### config.mk
export PLATFORM = sky130hd
export DESIGN_NAME = swc_ctrl
export DESIGN_NICKNAME = d
export VERILOG_FILES = /design/src/swc_ctrl.v /design/src/swc_sync_detect.v
export VERILOG_INCLUDE_DIRS = /design/src /design/src/src
export SDC_FILE = /design/constraint.sdc
export NUM_CORES = 1
export LEC_CHECK = 0
export ABC_AREA = 0
export BUFFER_PORTS_ARGS = -buffer_cell sky130_fd_sc_hd__buf_2
export CAP_MARGIN = 10
export CORE_MARGIN = 2
export CORE_UTILIZATION = 23
export DETAILED_ROUTE_END_ITERATION = 8
export PLACE_DENSITY = 0.51
export REMOVE_ABC_BUFFERS = 1
export SETUP_SLACK_MARGIN = 0.05
export SYNTH_ARGS = -nofsm -noshare
export SYNTH_HDL_FRONTEND = slang
export SYNTH_SLANG_ARGS = --single-unit
### constraint.sdc
create_clock -name clk -period 3.4 [get_ports clk]
set_input_delay 0.17 -clock clk [delete_from_list [all_inputs] [get_ports clk]]
set_output_delay 0.17 -clock clk [all_outputs]
set_load 0.01 [all_outputs]
### src/swc_consts.vh
// Constants for the selective wake control block: register addresses, field positions,
// reset values and register write masks.
// Assumes inclusion by bare name from the design files under src/.
`ifndef SWC_CONSTS_VH
`define SWC_CONSTS_VH

`define SWC_ADDR_W            7
`define SWC_ADDR_CTRL         7'h20
`define SWC_ADDR_QUANTA       7'h21
`define SWC_ADDR_OPT          7'h2f
`define SWC_BIT_CFG_VALID     0
`define SWC_BIT_TO_MASK       4
`define SWC_BIT_UNLOCK_LO     5
`define SWC_BIT_UNLOCK_HI     6
`define SWC_BIT_CAL_MODE      7
`define SWC_CTRL_WMASK        8'hf1
`define SWC_CTRL_RESET        8'h00
`define SWC_CTRL_UPPER        8'hf0
`define SWC_QUANTA_RESET      8'ha0
`define SWC_OPT_RESET         8'h00
`define SWC_UNLOCK_CODE       2'h3
`define SWC_CLKSEL_RESET      2'h0

`endif

### src/swc_ctrl.v
// Selective wake control: control register, bit time quanta register, low-power receiver
// option register, calibration unlock and time-out interrupt gating.
// Assumes a byte-wide synchronous register port from the chip's serial interface decoder.
//
// Function
// [RULE1] Selective wake is enabled only while the host has set the configuration-valid bit.
// [RULE2] The valid bit clears itself on a wake event, on reset, or on any wake config change.
// [RULE3] In stop mode any write to a CAN or wake configuration register clears the valid bit.
// [RULE4] Recalibration is unlocked only when the unlock field holds 11.
// [RULE5] The unlock value 11 also gates writes to the low-power receiver option register.
// [RULE6] The calibration mode bit enables oscillator calibration when one.
// [RULE7] During trimming the oscillator synchronises to edges on the transmit data pin.
// [RULE8] The time-out mask bit passes a bus time-out to the interrupt only when one.
// [RULE9] The time-out flag updates only while the wake-enabled transceiver mode is set.
// [RULE10] Bits 3:1 of the control register always read as zero.
// [RULE11] The control register resets to zero and a restart clears only its low nibble.
// [RULE12] The quanta register gives time quanta per bit, the decoder's nominal bit length.
// [RULE13] The quantum duration follows the oscillator clock select field.
// [RULE14] The quanta register resets to a0 and keeps its value across a restart.
// [RULE15] Without the unlock code calibration stays disabled regardless of the mode bit.
`include "swc_consts.vh"
`default_nettype none

module swc_ctrl (
    input  wire                   clk,
    input  wire                   reset,
    input  wire                   restart,
    input  wire [`SWC_ADDR_W-1:0] reg_addr,
    input  wire [7:0]             reg_wdata,
    input  wire                   reg_wr,
    input  wire                   reg_rd,
    input  wire                   stop_mode,
    input  wire                   wake_event,
    input  wire                   wake_cfg_write,
    input  wire                   transceiver_wake_mode,
    input  wire                   bus_timeout_event,
    input  wire [1:0]             osc_clock_select,
    input  wire                   can_tx_pin,
    output reg  [7:0]             reg_rdata,
    output reg                    selective_wake_enable,
    output reg                    osc_calibration_mode_enable,
    output reg                    osc_sync_pulse,
    output reg                    bus_timeout_flag,
    output reg                    bus_timeout_irq,
    output reg  [7:0]             quanta_per_bit,
    output reg  [1:0]             quantum_clock_select,
    output reg  [7:0]             low_power_rx_option
);
    reg  [7:0] ctrl_reg;
    reg  [7:0] ctrl_next;
    reg  [7:0] quanta_reg;
    reg  [7:0] opt_reg;
    wire       unlocked;
    wire       edge_pulse;
    wire       wr_ctrl;
    wire       wr_quanta;
    wire       wr_opt;
    wire       cfg_changed;

    // Any address of the CAN / wake configuration space counts as configuration data.
    function is_wake_cfg;
        input [`SWC_ADDR_W-1:0] a;
        begin
            is_wake_cfg = (a >= `SWC_ADDR_CTRL) && (a <= `SWC_ADDR_OPT);
        end
    endfunction

    assign unlocked  = (ctrl_reg[`SWC_BIT_UNLOCK_HI:`SWC_BIT_UNLOCK_LO]
                       == `SWC_UNLOCK_CODE); // [RULE4]
    assign wr_ctrl   = reg_wr & (reg_addr == `SWC_ADDR_CTRL);
    assign wr_quanta = reg_wr & (reg_addr == `SWC_ADDR_QUANTA);
    assign wr_opt    = reg_wr & (reg_addr == `SWC_ADDR_OPT) & unlocked; // [RULE5]
    // A write to the control register itself is not a change of the wake setup data.
    assign cfg_changed = wake_cfg_write | (reg_wr & is_wake_cfg(reg_addr) & ~wr_ctrl);

    always @* begin
        ctrl_next = ctrl_reg;
        if (wr_ctrl) begin
            ctrl_next = reg_wdata & `SWC_CTRL_WMASK; // [RULE10]
        end
        // Clears are applied after the host write, so a self-clear always wins over a set.
        if (wake_event | cfg_changed) begin
            ctrl_next[`SWC_BIT_CFG_VALID] = 1'b0; // [RULE2]
        end
        if (stop_mode & reg_wr & is_wake_cfg(reg_addr)) begin
            ctrl_next[`SWC_BIT_CFG_VALID] = 1'b0; // [RULE3]
        end
    end

    always @(posedge clk) begin
        if (reset) begin
            ctrl_reg   <= `SWC_CTRL_RESET; // [RULE11]
            quanta_reg <= `SWC_QUANTA_RESET; // [RULE14]
            opt_reg    <= `SWC_OPT_RESET;
        end else if (restart) begin
            ctrl_reg   <= ctrl_reg & `SWC_CTRL_UPPER; // [RULE11]
        end else begin
            ctrl_reg <= ctrl_next;
            if (wr_quanta) begin
                quanta_reg <= reg_wdata;
            end
            if (wr_opt) begin
                opt_reg <= reg_wdata;
            end
        end
    end

    swc_sync_detect u_sync (
        .clk        (clk),
        .reset      (reset),
        .enable     (osc_calibration_mode_enable),
        .pin        (can_tx_pin),
        .edge_pulse (edge_pulse)
    );

    always @(posedge clk) begin
        if (reset) begin
            reg_rdata             <= 8'h00;
            selective_wake_enable <= 1'b0;
            osc_calibration_mode_enable        <= 1'b0;
            osc_sync_pulse        <= 1'b0;
            bus_timeout_flag      <= 1'b0;
            bus_timeout_irq       <= 1'b0;
            quanta_per_bit        <= `SWC_QUANTA_RESET;
            quantum_clock_select  <= `SWC_CLKSEL_RESET;
            low_power_rx_option   <= `SWC_OPT_RESET;
        end else begin
            selective_wake_enable <= ctrl_reg[`SWC_BIT_CFG_VALID]; // [RULE1]
            osc_calibration_mode_enable <= ctrl_reg[`SWC_BIT_CAL_MODE] & unlocked; // [RULE6] [RULE15]
            osc_sync_pulse <= edge_pulse; // [RULE7]
            if (transceiver_wake_mode) begin
                bus_timeout_flag <= bus_timeout_event; // [RULE9]
            end
            bus_timeout_irq <= transceiver_wake_mode & bus_timeout_event
                               & ctrl_reg[`SWC_BIT_TO_MASK]; // [RULE8]
            quanta_per_bit       <= quanta_reg; // [RULE12]
            quantum_clock_select <= osc_clock_select; // [RULE13]
            low_power_rx_option  <= opt_reg;
            if (reg_rd) begin
                case (reg_addr)
                    `SWC_ADDR_CTRL:   reg_rdata <= ctrl_reg;
                    `SWC_ADDR_QUANTA: reg_rdata <= quanta_reg;
                    `SWC_ADDR_OPT:    reg_rdata <= opt_reg;
                    default:          reg_rdata <= 8'h00;
                endcase
            end
        end
    end
endmodule // swc_ctrl

`default_nettype wire

### src/swc_sync_detect.v
// Edge detector for the transmit data pin used as calibration reference.
// Assumes the pin is already synchronous to clk.
`default_nettype none

module swc_sync_detect (
    input  wire       clk,
    input  wire       reset,
    input  wire       enable,
    input  wire       pin,
    output reg        edge_pulse
);
    reg pin_reg;

    always @(posedge clk) begin
        if (reset) begin
            pin_reg    <= 1'b1;
            edge_pulse <= 1'b0;
        end else begin
            pin_reg    <= pin;
            edge_pulse <= enable & (pin ^ pin_reg);
        end
    end
endmodule // swc_sync_detect

`default_nettype wire

After elaboration in Yosys (flattened, before gate mapping)
Cells that the tools add are included.
W data, S select, Z words.
{ "totals": {"ff_bits": 54, "inputBits": 28, "out_inout_bits": 31} }
{ "op_classes": {"n_mux": 1, "order_cmp": 2, "n_bitwise": 17, "eq_ne": 4, "reduce_logical": 5} }
{ "op_table": {"columns": ["cell", "n"], "rows": [
  ["$pmux W8 S3", 1],
  ["$eq A7 B6 Y1 const B", 3],
  ["$and A1 B1 Y1", 12],
  ["$ge A7 B6 Y1 const B", 1],
  ["$le A7 B6 Y1 const B", 1],
  ["$reduce_and A2 Y1", 3],
  ["$reduce_or A4 Y1", 1],
  ["$eq A2 B2 Y1 const B", 1],
  ["$not A1 Y1", 2],
  ["$or A1 B1 Y1", 2],
  ["$logic_and A1 B1 Y1", 1],
  ["$xor A1 B1 Y1", 1]
]} }

Logic depth before layout (Yosys ltp)
Gate-level depths: netlist of run 1.
{ "logic_depth": {"ltp_word": 7, "ltp_mapped": 5, "ltp_nobuf": 3} }

Cells and area by module
Synthesis of run 1 repeated with hierarchy kept, for this count alone.
{ "hier_totals": {"hier_cells": 183, "area_unflattened_um2": 2003.2} }
{ "modules_own_cells": {"columns": ["module", "cells_each", "area_each_um2", "n_inst"], "rows": [
  ["swc_ctrl", 178, 1935.6, 1],
  ["swc_sync_detect", 5, 67.6, 1]
]} }

Least setup slack after synthesis of run 1
No wires, ideal clock.
{ "synth_path": {"kind": "input port to flip-flop", "from": "input port reg_addr[1]", "to": "register ctrl_reg[4]", "arrival_ps": 1240, "slack_ps": 2041, "setup_ps": 119, "cell_stages": 4, "path_cell_list": "or4_1 > or3_1 > buf_2 > mux2i_1"} }
{ "synth_between": {"elab_chain_len": 3} }
{ "synth_rtl": {"columns": ["element", "line", "source"], "rows": [
  ["start, declared", "swc_ctrl.v:28", "input wire [`SWC_ADDR_W-1:0] reg_addr,"],
  ["$eq A7 B6 Y1", null, null],
  ["$and A1 B1 Y1", "swc_ctrl.v:70", "assign wr_ctrl = reg_wr & (reg_addr == `SWC_ADDR_CTRL);"],
  ["$reduce_and A2 Y1 (no source line)", null, null],
  ["end signal, assigned", "swc_ctrl.v:92", "ctrl_reg <= `SWC_CTRL_RESET;"],
  ["end signal, assigned", "swc_ctrl.v:96", "ctrl_reg <= ctrl_reg & `SWC_CTRL_UPPER;"],
  ["end signal, assigned", "swc_ctrl.v:98", "ctrl_reg <= ctrl_next;"],
  ["end, declared", "swc_ctrl.v:49", "reg [7:0] ctrl_reg;"]
]} }
Every way passes these cells.
A chain may end at the register's enable or synchronous reset.

Worst setup path after layout of run 1
{ "layout_path": {"from": "register ctrl_reg[5]", "to": "register opt_reg[7]"} }
{ "layout_between": {"elab_chain_len": 3} }
{ "layout_rtl": {"columns": ["element", "line", "source"], "rows": [
  ["$eq A2 B2 Y1 (no source line)", null, null],
  ["$and A1 B1 Y1", "swc_ctrl.v:72", "assign wr_opt = reg_wr & (reg_addr == `SWC_ADDR_OPT) & unlocked;"],
  ["$reduce_and A2 Y1 (no source line)", null, null],
  ["end signal, assigned", "swc_ctrl.v:94", "opt_reg <= `SWC_OPT_RESET;"],
  ["end signal, assigned", "swc_ctrl.v:103", "opt_reg <= reg_wdata;"],
  ["end, declared", "swc_ctrl.v:52", "reg [7:0] opt_reg;"]
]} }
Every way passes these cells.

==> flow_metrics.py, run 1 <==
metrics = {
    "die": {
        "design.die.area_um2": 9260,
        "io_pins": 59,
        "start_util_pct": 23.8,
        "die_h_um": 96.2,
        "rows": 33,
        "coreArea_um2": 8220,
        "die_w_um": 96.2,
    },
    "power_and_ir_drop": {
        "power_density_nw_per_um2": 458,
        "vdd_drop_max_uv": 159,
        "leakagePower_uw": 0.00119,
    },
    "logic_synthesis": {
        "ys_seq_area_share_pct": 55.2,
        "yosys_warnings": 0,
        "synth_area_um2": 1960,
        "synth_cell_types": 29,
        "synth_top_area_cell": "dfxtp_1",
        "synth.area.top_cells": "dfxtp_1, mux2i_1, nand2b_1",
        "synth_seq_cells": 54,
        "syn_inst": 185,
        "yosys.area.top_type_share_pct": 55.2,
        "avgSynthCellArea_um2": 10.6,
    },
    "timing": {
        "min_period_ns": 1.43,
        "final.setup_skew_ns": 0.00934,
        "fin_crit_sh_pct": 42.1,
        "hold_viol_final": 0,
        "slew_violations": 0,
        "fmax_mhz": 699,
        "rsz0062_at_grt": "no",
        "setup_tns_ns": 0,
        "setup_viol": 0,
        "tightest_slew_ns": 0.718,
        "slew_headroom_pct": 51.9,
    },
    "clocking": {
        "cts_buffers": 5,
        "clockRootBuffer": "clkbuf_8",
        "htreeDepth": 2,
        "tritoncts": "done",
        "clkLatencyLatePin_ns": 0.31,
        "cts_setup_buffers": 0,
        "cts_hold_buf": 0,
        "clock_sinks": 54,
        "ctsResizeCount": 0,
        "clock_path_buffers": 2,
        "clk_pin_slew_ns": 0.10,
    },
    "critical_path": {
        "worst_setup_path_start_kind": "flop",
        "worstSetupPathType": "reg2reg",
        "critPathRequiredTime_ns": 3.63,
        "cp-end-kind": "flop",
        "arrival_ns": 1.66,
        "path_max_fanout": 8,
    },
    "cells_and_area": {
        "n_antenna_cell": 0,
        "fillers": 876,
        "area_growth_pct": 25.4,
        "final_util_pct": 29.9,
        "fin_cells": 349,
        "final_area_um2": 2450,
        "layout-drive-gt1-share_pct": 29.5,
        "nets": 271,
    },
    "grt": {
        "grt_pass1_wl_um": 7290,
        "track_usage_pct": 10.7,
        "overflow": 0,
        "grt_pass1_vias": 1496,
        "grt_max_degree": 41,
        "antenna_found_initial": 0,
    },
    "route": {
        "vias": 1448,
        "drc": 0,
        "drt_wl_total_um": 4860,
        "vias_per_cell": 4.15,
        "dr.pass1.iters": 4,
        "first_iter_violations": 59,
        "wl_per_cell_um": 13.9,
        "postRouteAntennaNets": 0,
    },
    "placed_design": {
        "dp.cells": 341,
        "postPlaceCellArea_um2": 2350,
        "portBuffers": 58,
        "dp_hpwl_um": 3470,
        "place.gp.congestion": 0.767,
    },
    "run": {
        "drv_cap": 0,
    },
    "min_path": {
        "hold_class": "in2reg",
    },
    "outcome": {
        "status": "finished, final reports clean",
    },
}
==> routing by layer <==
metal / track usage [%] / up-vias / share of wire, %
li1: - / 729 / -
met1: 12.8 / 665 / 43
met2: 17.7 / 46 / 47
met3: 3.21 / 8 / 7.8
met4: 4.64 / 0 / 2.1
met5: 0 / - / 0
==> Yosys cell counts <==
cell       instances
dfxtp_1           54
nand2b_1          27
mux2i_1           20
inv_1             16
nand2_1            9
nor2_1             7
a22oi_1            5
mux2_2             5
nor2b_1            5
o21ai_0            5
clkbuf_1           4
a22o_1             3
a32o_1             3
buf_2              3
a21oi_1            2
and2_1             2
and4_1             2
or4_1              2
and3_1             1
nand3_2            1
nand4bb_1          1
nor3_2             1
nor3b_1            1
nor4b_1            1
nor4bb_1           1
or2_2              1
or3_1              1
or4b_1             1
xnor2_1            1
==> worst max-delay path, cell delays in order (launching register included) <==
cell and delay, ns:
dfxtp_1 0.40, and2_1 0.14, and4_1 0.57, mux2i_1 0.25
==> worst paths after layout <==
check	from	end	slack (ns)	cells after the start
worst max-delay path	ctrl_reg[5]	opt_reg[7]	1.97	3
worst min-delay path	osc_clock_select[1]	quantum_clock_select[1]	0.07	2
worst max register to register	ctrl_reg[5]	opt_reg[7]	1.97	3
worst min register to register	u_sync.edge_pulse	osc_sync_pulse	0.45	1
==> where the power goes <==
group / switching [µW] / internal, µW / leakage [µW]
Sequential: 0.980 / 635 / 0.000436
Clock: 211 / 221 / 0.0000524
Combinational: 30.3 / 26.3 / 0.000706
==> cell usage in the layout, fill, tap and decap left out <==
cell type	Yosys	final
buf_2	3	58
dfxtp_1	54	54
nand2b_1	27	27
mux2i_1	20	20
inv_1	16	16
nand2_1	9	9
nor2_1	7	7
mux2_2	5	5
a22oi_1	5	5
o21ai_0	5	5
nor2b_1	5	5
clkbuf_8	0	5
a22o_1	3	3
a32o_1	3	3
and4_1	2	2
or4_1	2	2
and2_1	2	2
a21oi_1	2	2
clkbuf_1	4	2
nor4b_1	1	1
nor3_2	1	1
nand4bb_1	1	1
or3_1	1	1
nor4bb_1	1	1
nand3_2	1	1
and3_1	1	1
or2_2	1	1
xnor2_1	1	1
nor3b_1	1	1
or4b_1	1	1
bufinv_16	0	1
==> through the flow <==
| stage | total power (µW) | hold WS [ns] | worst slack, ns |
|---|---|---|---|
| after floorplan | 673 | 0.239 | 2.05 |
| after global placement | 708 | 0.380 | 1.64 |
| after detailed placement | 708 | 0.388 | 1.60 |
| after CTS | 1140 | 0.0544 | 1.91 |
| after global routing | 1170 | 0.0585 | 1.88 |
| final | 1120 | 0.0668 | 1.97 |
==> layout make-up <==
type,instances,area [µm²],area share [%]
well taps,105,131,5.35
flip-flops and latches,54,1080,44.0
clock buffers,7,76.3,3.11
repair buffers,58,290,11.8
clock inverters,1,30.0,1.22
inverters,16,60.1,2.45
multi-input cells,108,786,32.0
==> logic make-up after synthesis <==
logic type | share of synthesized area (%)
buffers and inverters | 4.60
muxes | 13.1
xor gates and xnor gates | 0.448
AOI/OAI and AO/OA | 6.59
DFF | 55.2
and+or+nand+nor | 20.0
No activity file was read; power rests on OpenSTA's default activity.
==> run 2, diff against run 1 <==
--- a/config.mk
+++ b/config.mk
@@ -12,7 +12,7 @@
 export CORE_MARGIN = 2
 export CORE_UTILIZATION = 23
 export DETAILED_ROUTE_END_ITERATION = 8
-export PLACE_DENSITY = 0.51
+export PLACE_DENSITY = 0.52
 export REMOVE_ABC_BUFFERS = 1
 export SETUP_SLACK_MARGIN = 0.05
 export SYNTH_ARGS = -nofsm -noshare
==> constraint.sdc (replaced) <==
create_clock -name clk -period 1.2 [get_ports clk]
set_input_delay 0.06 -clock clk [delete_from_list [all_inputs] [get_ports clk]]
set_output_delay 0.06 -clock clk [all_outputs]
set_load 0.01 [all_outputs]
==> flow_metrics.py, run 2 (synthesis gave the netlist of run 1 again) <==
metrics = {
    "outcome": {
        "status": "finished, final reports clean",
    },
    "critical_path": {
        "arrival_ns": 1.34,
        "path_max_fanout": 5,
        "r2r_cells": 4,
        "worstSetupPathType": "reg2reg",
        "crit_cells": 4,
        "critPathRequiredTime_ns": 1.43,
        "worst_setup_path_start_kind": "flop",
        "reg2reg_from": "ctrl_reg[5]",
        "path_cells": "and2_4 -> and4_4 -> buf_8 -> mux2i_1",
        "cp_top_family": "flip-flops",
        "path_buf_inv": 1,
        "max_stage_delay_ns": 0.36,
        "critPathSlowestCell": "dfxtp_2",
        "cp-end-kind": "flop",
        "critPathLaunch": "ctrl_reg[5]",
    },
    "clocking": {
        "cts_buffers": 5,
        "clock_sinks": 54,
        "clkLatencyLatePin_ns": 0.30,
        "clk_pin_slew_ns": 0.09,
        "clockRootBuffer": "clkbuf_8",
        "htreeDepth": 2,
        "clock_path_buffers": 2,
        "tritoncts": "done",
    },
    "timing": {
        "hold_slack_ns": 0.0149,
        "setup_tns_ns": 0,
        "timing.final.ws_setup_ns": 0.0878,
        "slew_violations": 0,
        "fmax_mhz": 899,
        "min_period_ns": 1.11,
        "rsz0062_at_grt": "yes",
        "tightest_slew_ns": 0.407,
        "slew_headroom_pct": 72.5,
        "hold_viol_final": 0,
        "fin_crit_sh_pct": 92.7,
        "setup_viol": 0,
        "final.setup_skew_ns": 0.00464,
    },
    "cells_and_area": {
        "nets": 297,
        "layout-drive-gt1-share_pct": 35.7,
        "n_antenna_cell": 0,
        "fin_cells": 374,
        "most-common-layout-cells": "buf_2, dfxtp_1, nand2b_1",
        "layout_commonest_cell": "buf_2",
        "area_growth_pct": 35.9,
    },
    "grt": {
        "grt_pass1_vias": 1548,
        "overflow": 0,
        "grt_max_degree": 25,
        "track_usage_pct": 11.1,
        "grt_pass1_wl_um": 7610,
        "antenna_found_initial": 0,
    },
    "route": {
        "drt_wl_total_um": 4850,
        "drc": 0,
        "first_iter_violations": 41,
        "vias_per_cell": 4.14,
        "dr.pass1.iters": 4,
        "vias": 1549,
        "postRouteAntennaNets": 0,
        "wl_per_cell_um": 13.0,
    },
    "power_and_ir_drop": {
        "leakagePower_uw": 0.00131,
        "p_total_uw": 2960,
        "vdd_drop_max_uv": 372,
        "power_density_nw_per_um2": 1110,
    },
    "die": {
        "die_h_um": 96.2,
        "coreArea_um2": 8220,
        "die_w_um": 96.2,
        "start_util_pct": 23.8,
        "design.die.area_um2": 9260,
        "io_pins": 59,
        "rows": 33,
    },
    "min_path": {
        "hold_class": "in2reg",
        "hold_start": "stop_mode",
        "hold_path_depth": 3,
    },
    "placed_design": {
        "place_ws_ns": -0.219,
        "portBuffers": 58,
        "dp_hpwl_um": 3610,
        "dp.cells": 359,
        "place.gp.congestion": 0.662,
    },
    "run": {
        "drv_cap": 0,
    },
}
-- run 2: final timing paths --
kind | end | slack, ns
max | opt_reg[3] | 0.09
min | ctrl_reg[0] | 0.01
max reg2reg | opt_reg[3] | 0.09
min reg2reg | osc_sync_pulse | 0.45
-- run 2: stage by stage --
step / util (%) / instance area [µm²]
finish: 32.4 / 2660
global route: 32.4 / 2660
CTS: 32.0 / 2630
detailed placement: 30.2 / 2480
global placement: 30.2 / 2480
floorplan: - / 1930
-- run 2: timing repair --
action | 4_1_cts | 5_1_grt
hold endpoints to repair | 5 | 0
buffers inserted | 0 | 2
hold buffers | 6 | 0
gates resized for setup | 3 | 5
pin swaps | 0 | 2
setup endpoints to repair | 5 | 9
-- run 2: cell type report --
class / count / area [µm²]
tap: 105 / 131
inverter: 16 / 60.1
sequential: 54 / 1080
fill: 889 / 5560
multi-input combinational: 108 / 796
timing repair buffer: 84 / 512
clock buffer: 7 / 76.3
-- run 2: tightest hold or removal path, stage by stage --
cell and delay [ns]:
buf_2 0.07, or4b_1 0.09, a21oi_1 0.06
-- run 2: layer usage --
layer,up-vias,share of wire (%),track usage [%]
met3,5,7.4,3.52
li1,786,-,-
met5,-,0,0
met1,714,45,14.3
met2,44,46,17.3
met4,0,1.2,3.93
-- run 2: where the power goes --
group          internal (µW)  switching [µW]  total (µW)
Clock                    404             552         956
Combinational            112            93.6         205
Sequential              1800            2.70        1800
==> run 3, diff against run 2 <==
--- a/config.mk
+++ b/config.mk
@@ -12,7 +12,6 @@
 export CORE_MARGIN = 2
 export CORE_UTILIZATION = 23
 export DETAILED_ROUTE_END_ITERATION = 8
-export PLACE_DENSITY = 0.52
 export REMOVE_ABC_BUFFERS = 1
 export SETUP_SLACK_MARGIN = 0.05
 export SYNTH_ARGS = -nofsm -noshare
==> flow_metrics.py, run 3 (synthesis gave the netlist of run 1 again) <==
metrics = {
    "clocking": {
        "htreeDepth": 2,
        "tritoncts": "done",
        "clock_path_buffers": 2,
        "cts_buffers": 5,
        "clk_pin_slew_ns": 0.09,
        "clockRootBuffer": "clkbuf_8",
        "clock_sinks": 54,
        "clkLatencyLatePin_ns": 0.31,
    },
    "power_and_ir_drop": {
        "power_density_nw_per_um2": 1140,
        "p_seq_share_pct": 59.0,
        "leakagePower_uw": 0.00133,
        "vdd_drop_max_uv": 366,
        "p_comb_share_pct": 6.8,
        "switching_share_pct": 22.2,
        "intPower_uw": 2380,
        "p_clk_share_pct": 34.2,
        "power_switching_uw": 679,
    },
    "grt": {
        "grt_pass1_vias": 1625,
        "track_usage_pct": 11.2,
        "grt_max_degree": 24,
        "grt_pass1_wl_um": 7690,
        "antenna_found_initial": 0,
        "overflow": 0,
    },
    "cells_and_area": {
        "fillers": 867,
        "area_growth_pct": 36.3,
        "nets": 299,
        "n_antenna_cell": 0,
        "layout_commonest_cell": "buf_2",
        "multi_input_comb_area_um2": 788,
        "layout.area.seq_um2": 1080,
        "layout-drive-gt1-share_pct": 36.8,
        "final_util_pct": 32.5,
        "final_area_um2": 2670,
        "most-common-layout-cells": "buf_2, dfxtp_1, nand2b_1",
    },
    "min_path": {
        "holdPathEnd": "quantum_clock_select[0]",
        "hold_class": "in2reg",
        "hold_path_depth": 2,
        "hold_start": "osc_clock_select[0]",
    },
    "placed_design": {
        "place.gp.congestion": 0.866,
        "dp_hpwl_um": 3850,
        "portBuffers": 58,
        "postPlaceCellArea_um2": 2520,
        "place_ws_ns": -0.237,
    },
    "timing": {
        "min_period_ns": 1.13,
        "tightest_slew_ns": 0.383,
        "slew_violations": 0,
        "setup_viol": 0,
        "fmax_mhz": 888,
        "hold_viol_final": 1,
        "timing.final.ws_setup_ns": 0.0738,
        "final.setup_skew_ns": 0.00655,
        "rsz0062_at_grt": "no",
        "slew_headroom_pct": 74.3,
        "fin_crit_sh_pct": 93.9,
        "setup_tns_ns": 0,
        "hold_slack_ns": -0.0108,
    },
    "critical_path": {
        "path_max_fanout": 2,
        "cp-end-kind": "flop",
        "r2r_cells": 4,
        "arrival_ns": 1.36,
        "max_stage_delay_ns": 0.51,
        "critPathRequiredTime_ns": 1.43,
        "path_cells": "buf_2 -> or4_1 -> or4b_1 -> a21oi_1",
        "path_buf_inv": 1,
        "reg2reg_from": "ctrl_reg[6]",
        "critPathSlowestCell": "or4_1",
        "cp_top_family": "simple AND/OR/NAND/NOR gates",
        "r2r_end": "opt_reg[5]",
        "worst_setup_path_start_kind": "input port",
        "worstSetupPathType": "in2reg",
        "r2r_setup_slack_ns": 0.11,
        "critPathLaunch": "reg_addr[0]",
    },
    "die": {
        "io_pins": 59,
        "start_util_pct": 23.8,
        "coreArea_um2": 8220,
        "die_w_um": 96.2,
        "design.die.area_um2": 9260,
        "rows": 33,
        "die_h_um": 96.2,
    },
    "route": {
        "postRouteAntennaNets": 0,
        "vias_per_cell": 4.11,
        "dr.pass1.iters": 4,
        "wl_per_cell_um": 13.1,
        "drt_wl_total_um": 4930,
        "vias": 1551,
        "drc": 0,
        "first_iter_violations": 49,
    },
    "run": {
        "drv_cap": 0,
    },
    "outcome": {
        "violations": "hold timing",
        "status": "finished, violations left",
    },
}
[run 3: changes by cell type in the layout (fill, tap and decap cells not counted), sizes merged]
| cell | change |
|---|---|
| clkinvlp | +1 |
| dlygate4sd3 | -2 |
| buf | +4 |
| clkinv | +1 |
| clkbuf | -1 |
[run 3: how the worst max path moves through the flow]
stage	cells after the start	to	slack (ns)
2_1_floorplan	3	ctrl_reg[4]	-0.04
6_report	4	ctrl_reg[0]	0.07
5_1_grt	4	ctrl_reg[0]	0.05
3_3_place_gp	4	ctrl_reg[7]	-0.23
3_5_place_dp	4	ctrl_reg[0]	-0.24
4_1_cts	4	opt_reg[3]	0.05
[run 3: power groups by stage]
stage	clock (µW)	sequential [µW]	combinational, µW
after floorplan	0	1850	61.2
after global placement	0	1840	200
after detailed placement	0	1840	202
after CTS	1100	1800	212
after global routing	1170	1800	230
final	1040	1800	209
[run 3: final cells by class]
cell class              count  share of cell area [%]
flip-flops and latches     54                    40.6
clock inverters             2                   0.469
inverters                  16                    2.25
well taps                 105                    4.92
clock buffers               6                    3.10
multi-input cells         108                    29.5
repair buffers             86                    19.1
[run 3: stage by stage]
stage          power (µW)  cells
2_1_floorplan        1910    178
3_3_place_gp         2040    364
3_5_place_dp         2040    364
4_1_cts              3120    376
5_1_grt              3200    377
6_report             3050    377
[run 3: timing repair]
action | CTS | global route
buffers inserted | 0 | 1
setup endpoints to repair | 8 | 8
gates resized for setup | 1 | 1
hold buffers | 4 | 0
hold endpoints to repair | 3 | 0
[run 3: per-layer routing]
layer	up-vias	routed length (µm)	track usage [%]	share of wire [%]
li1	787	-	-	-
met1	723	2070	12.9	42
met2	36	2580	20.2	52
met3	5	238	2.82	4.8
met4	0	36	3.21	0.73
met5	-	0	0	0
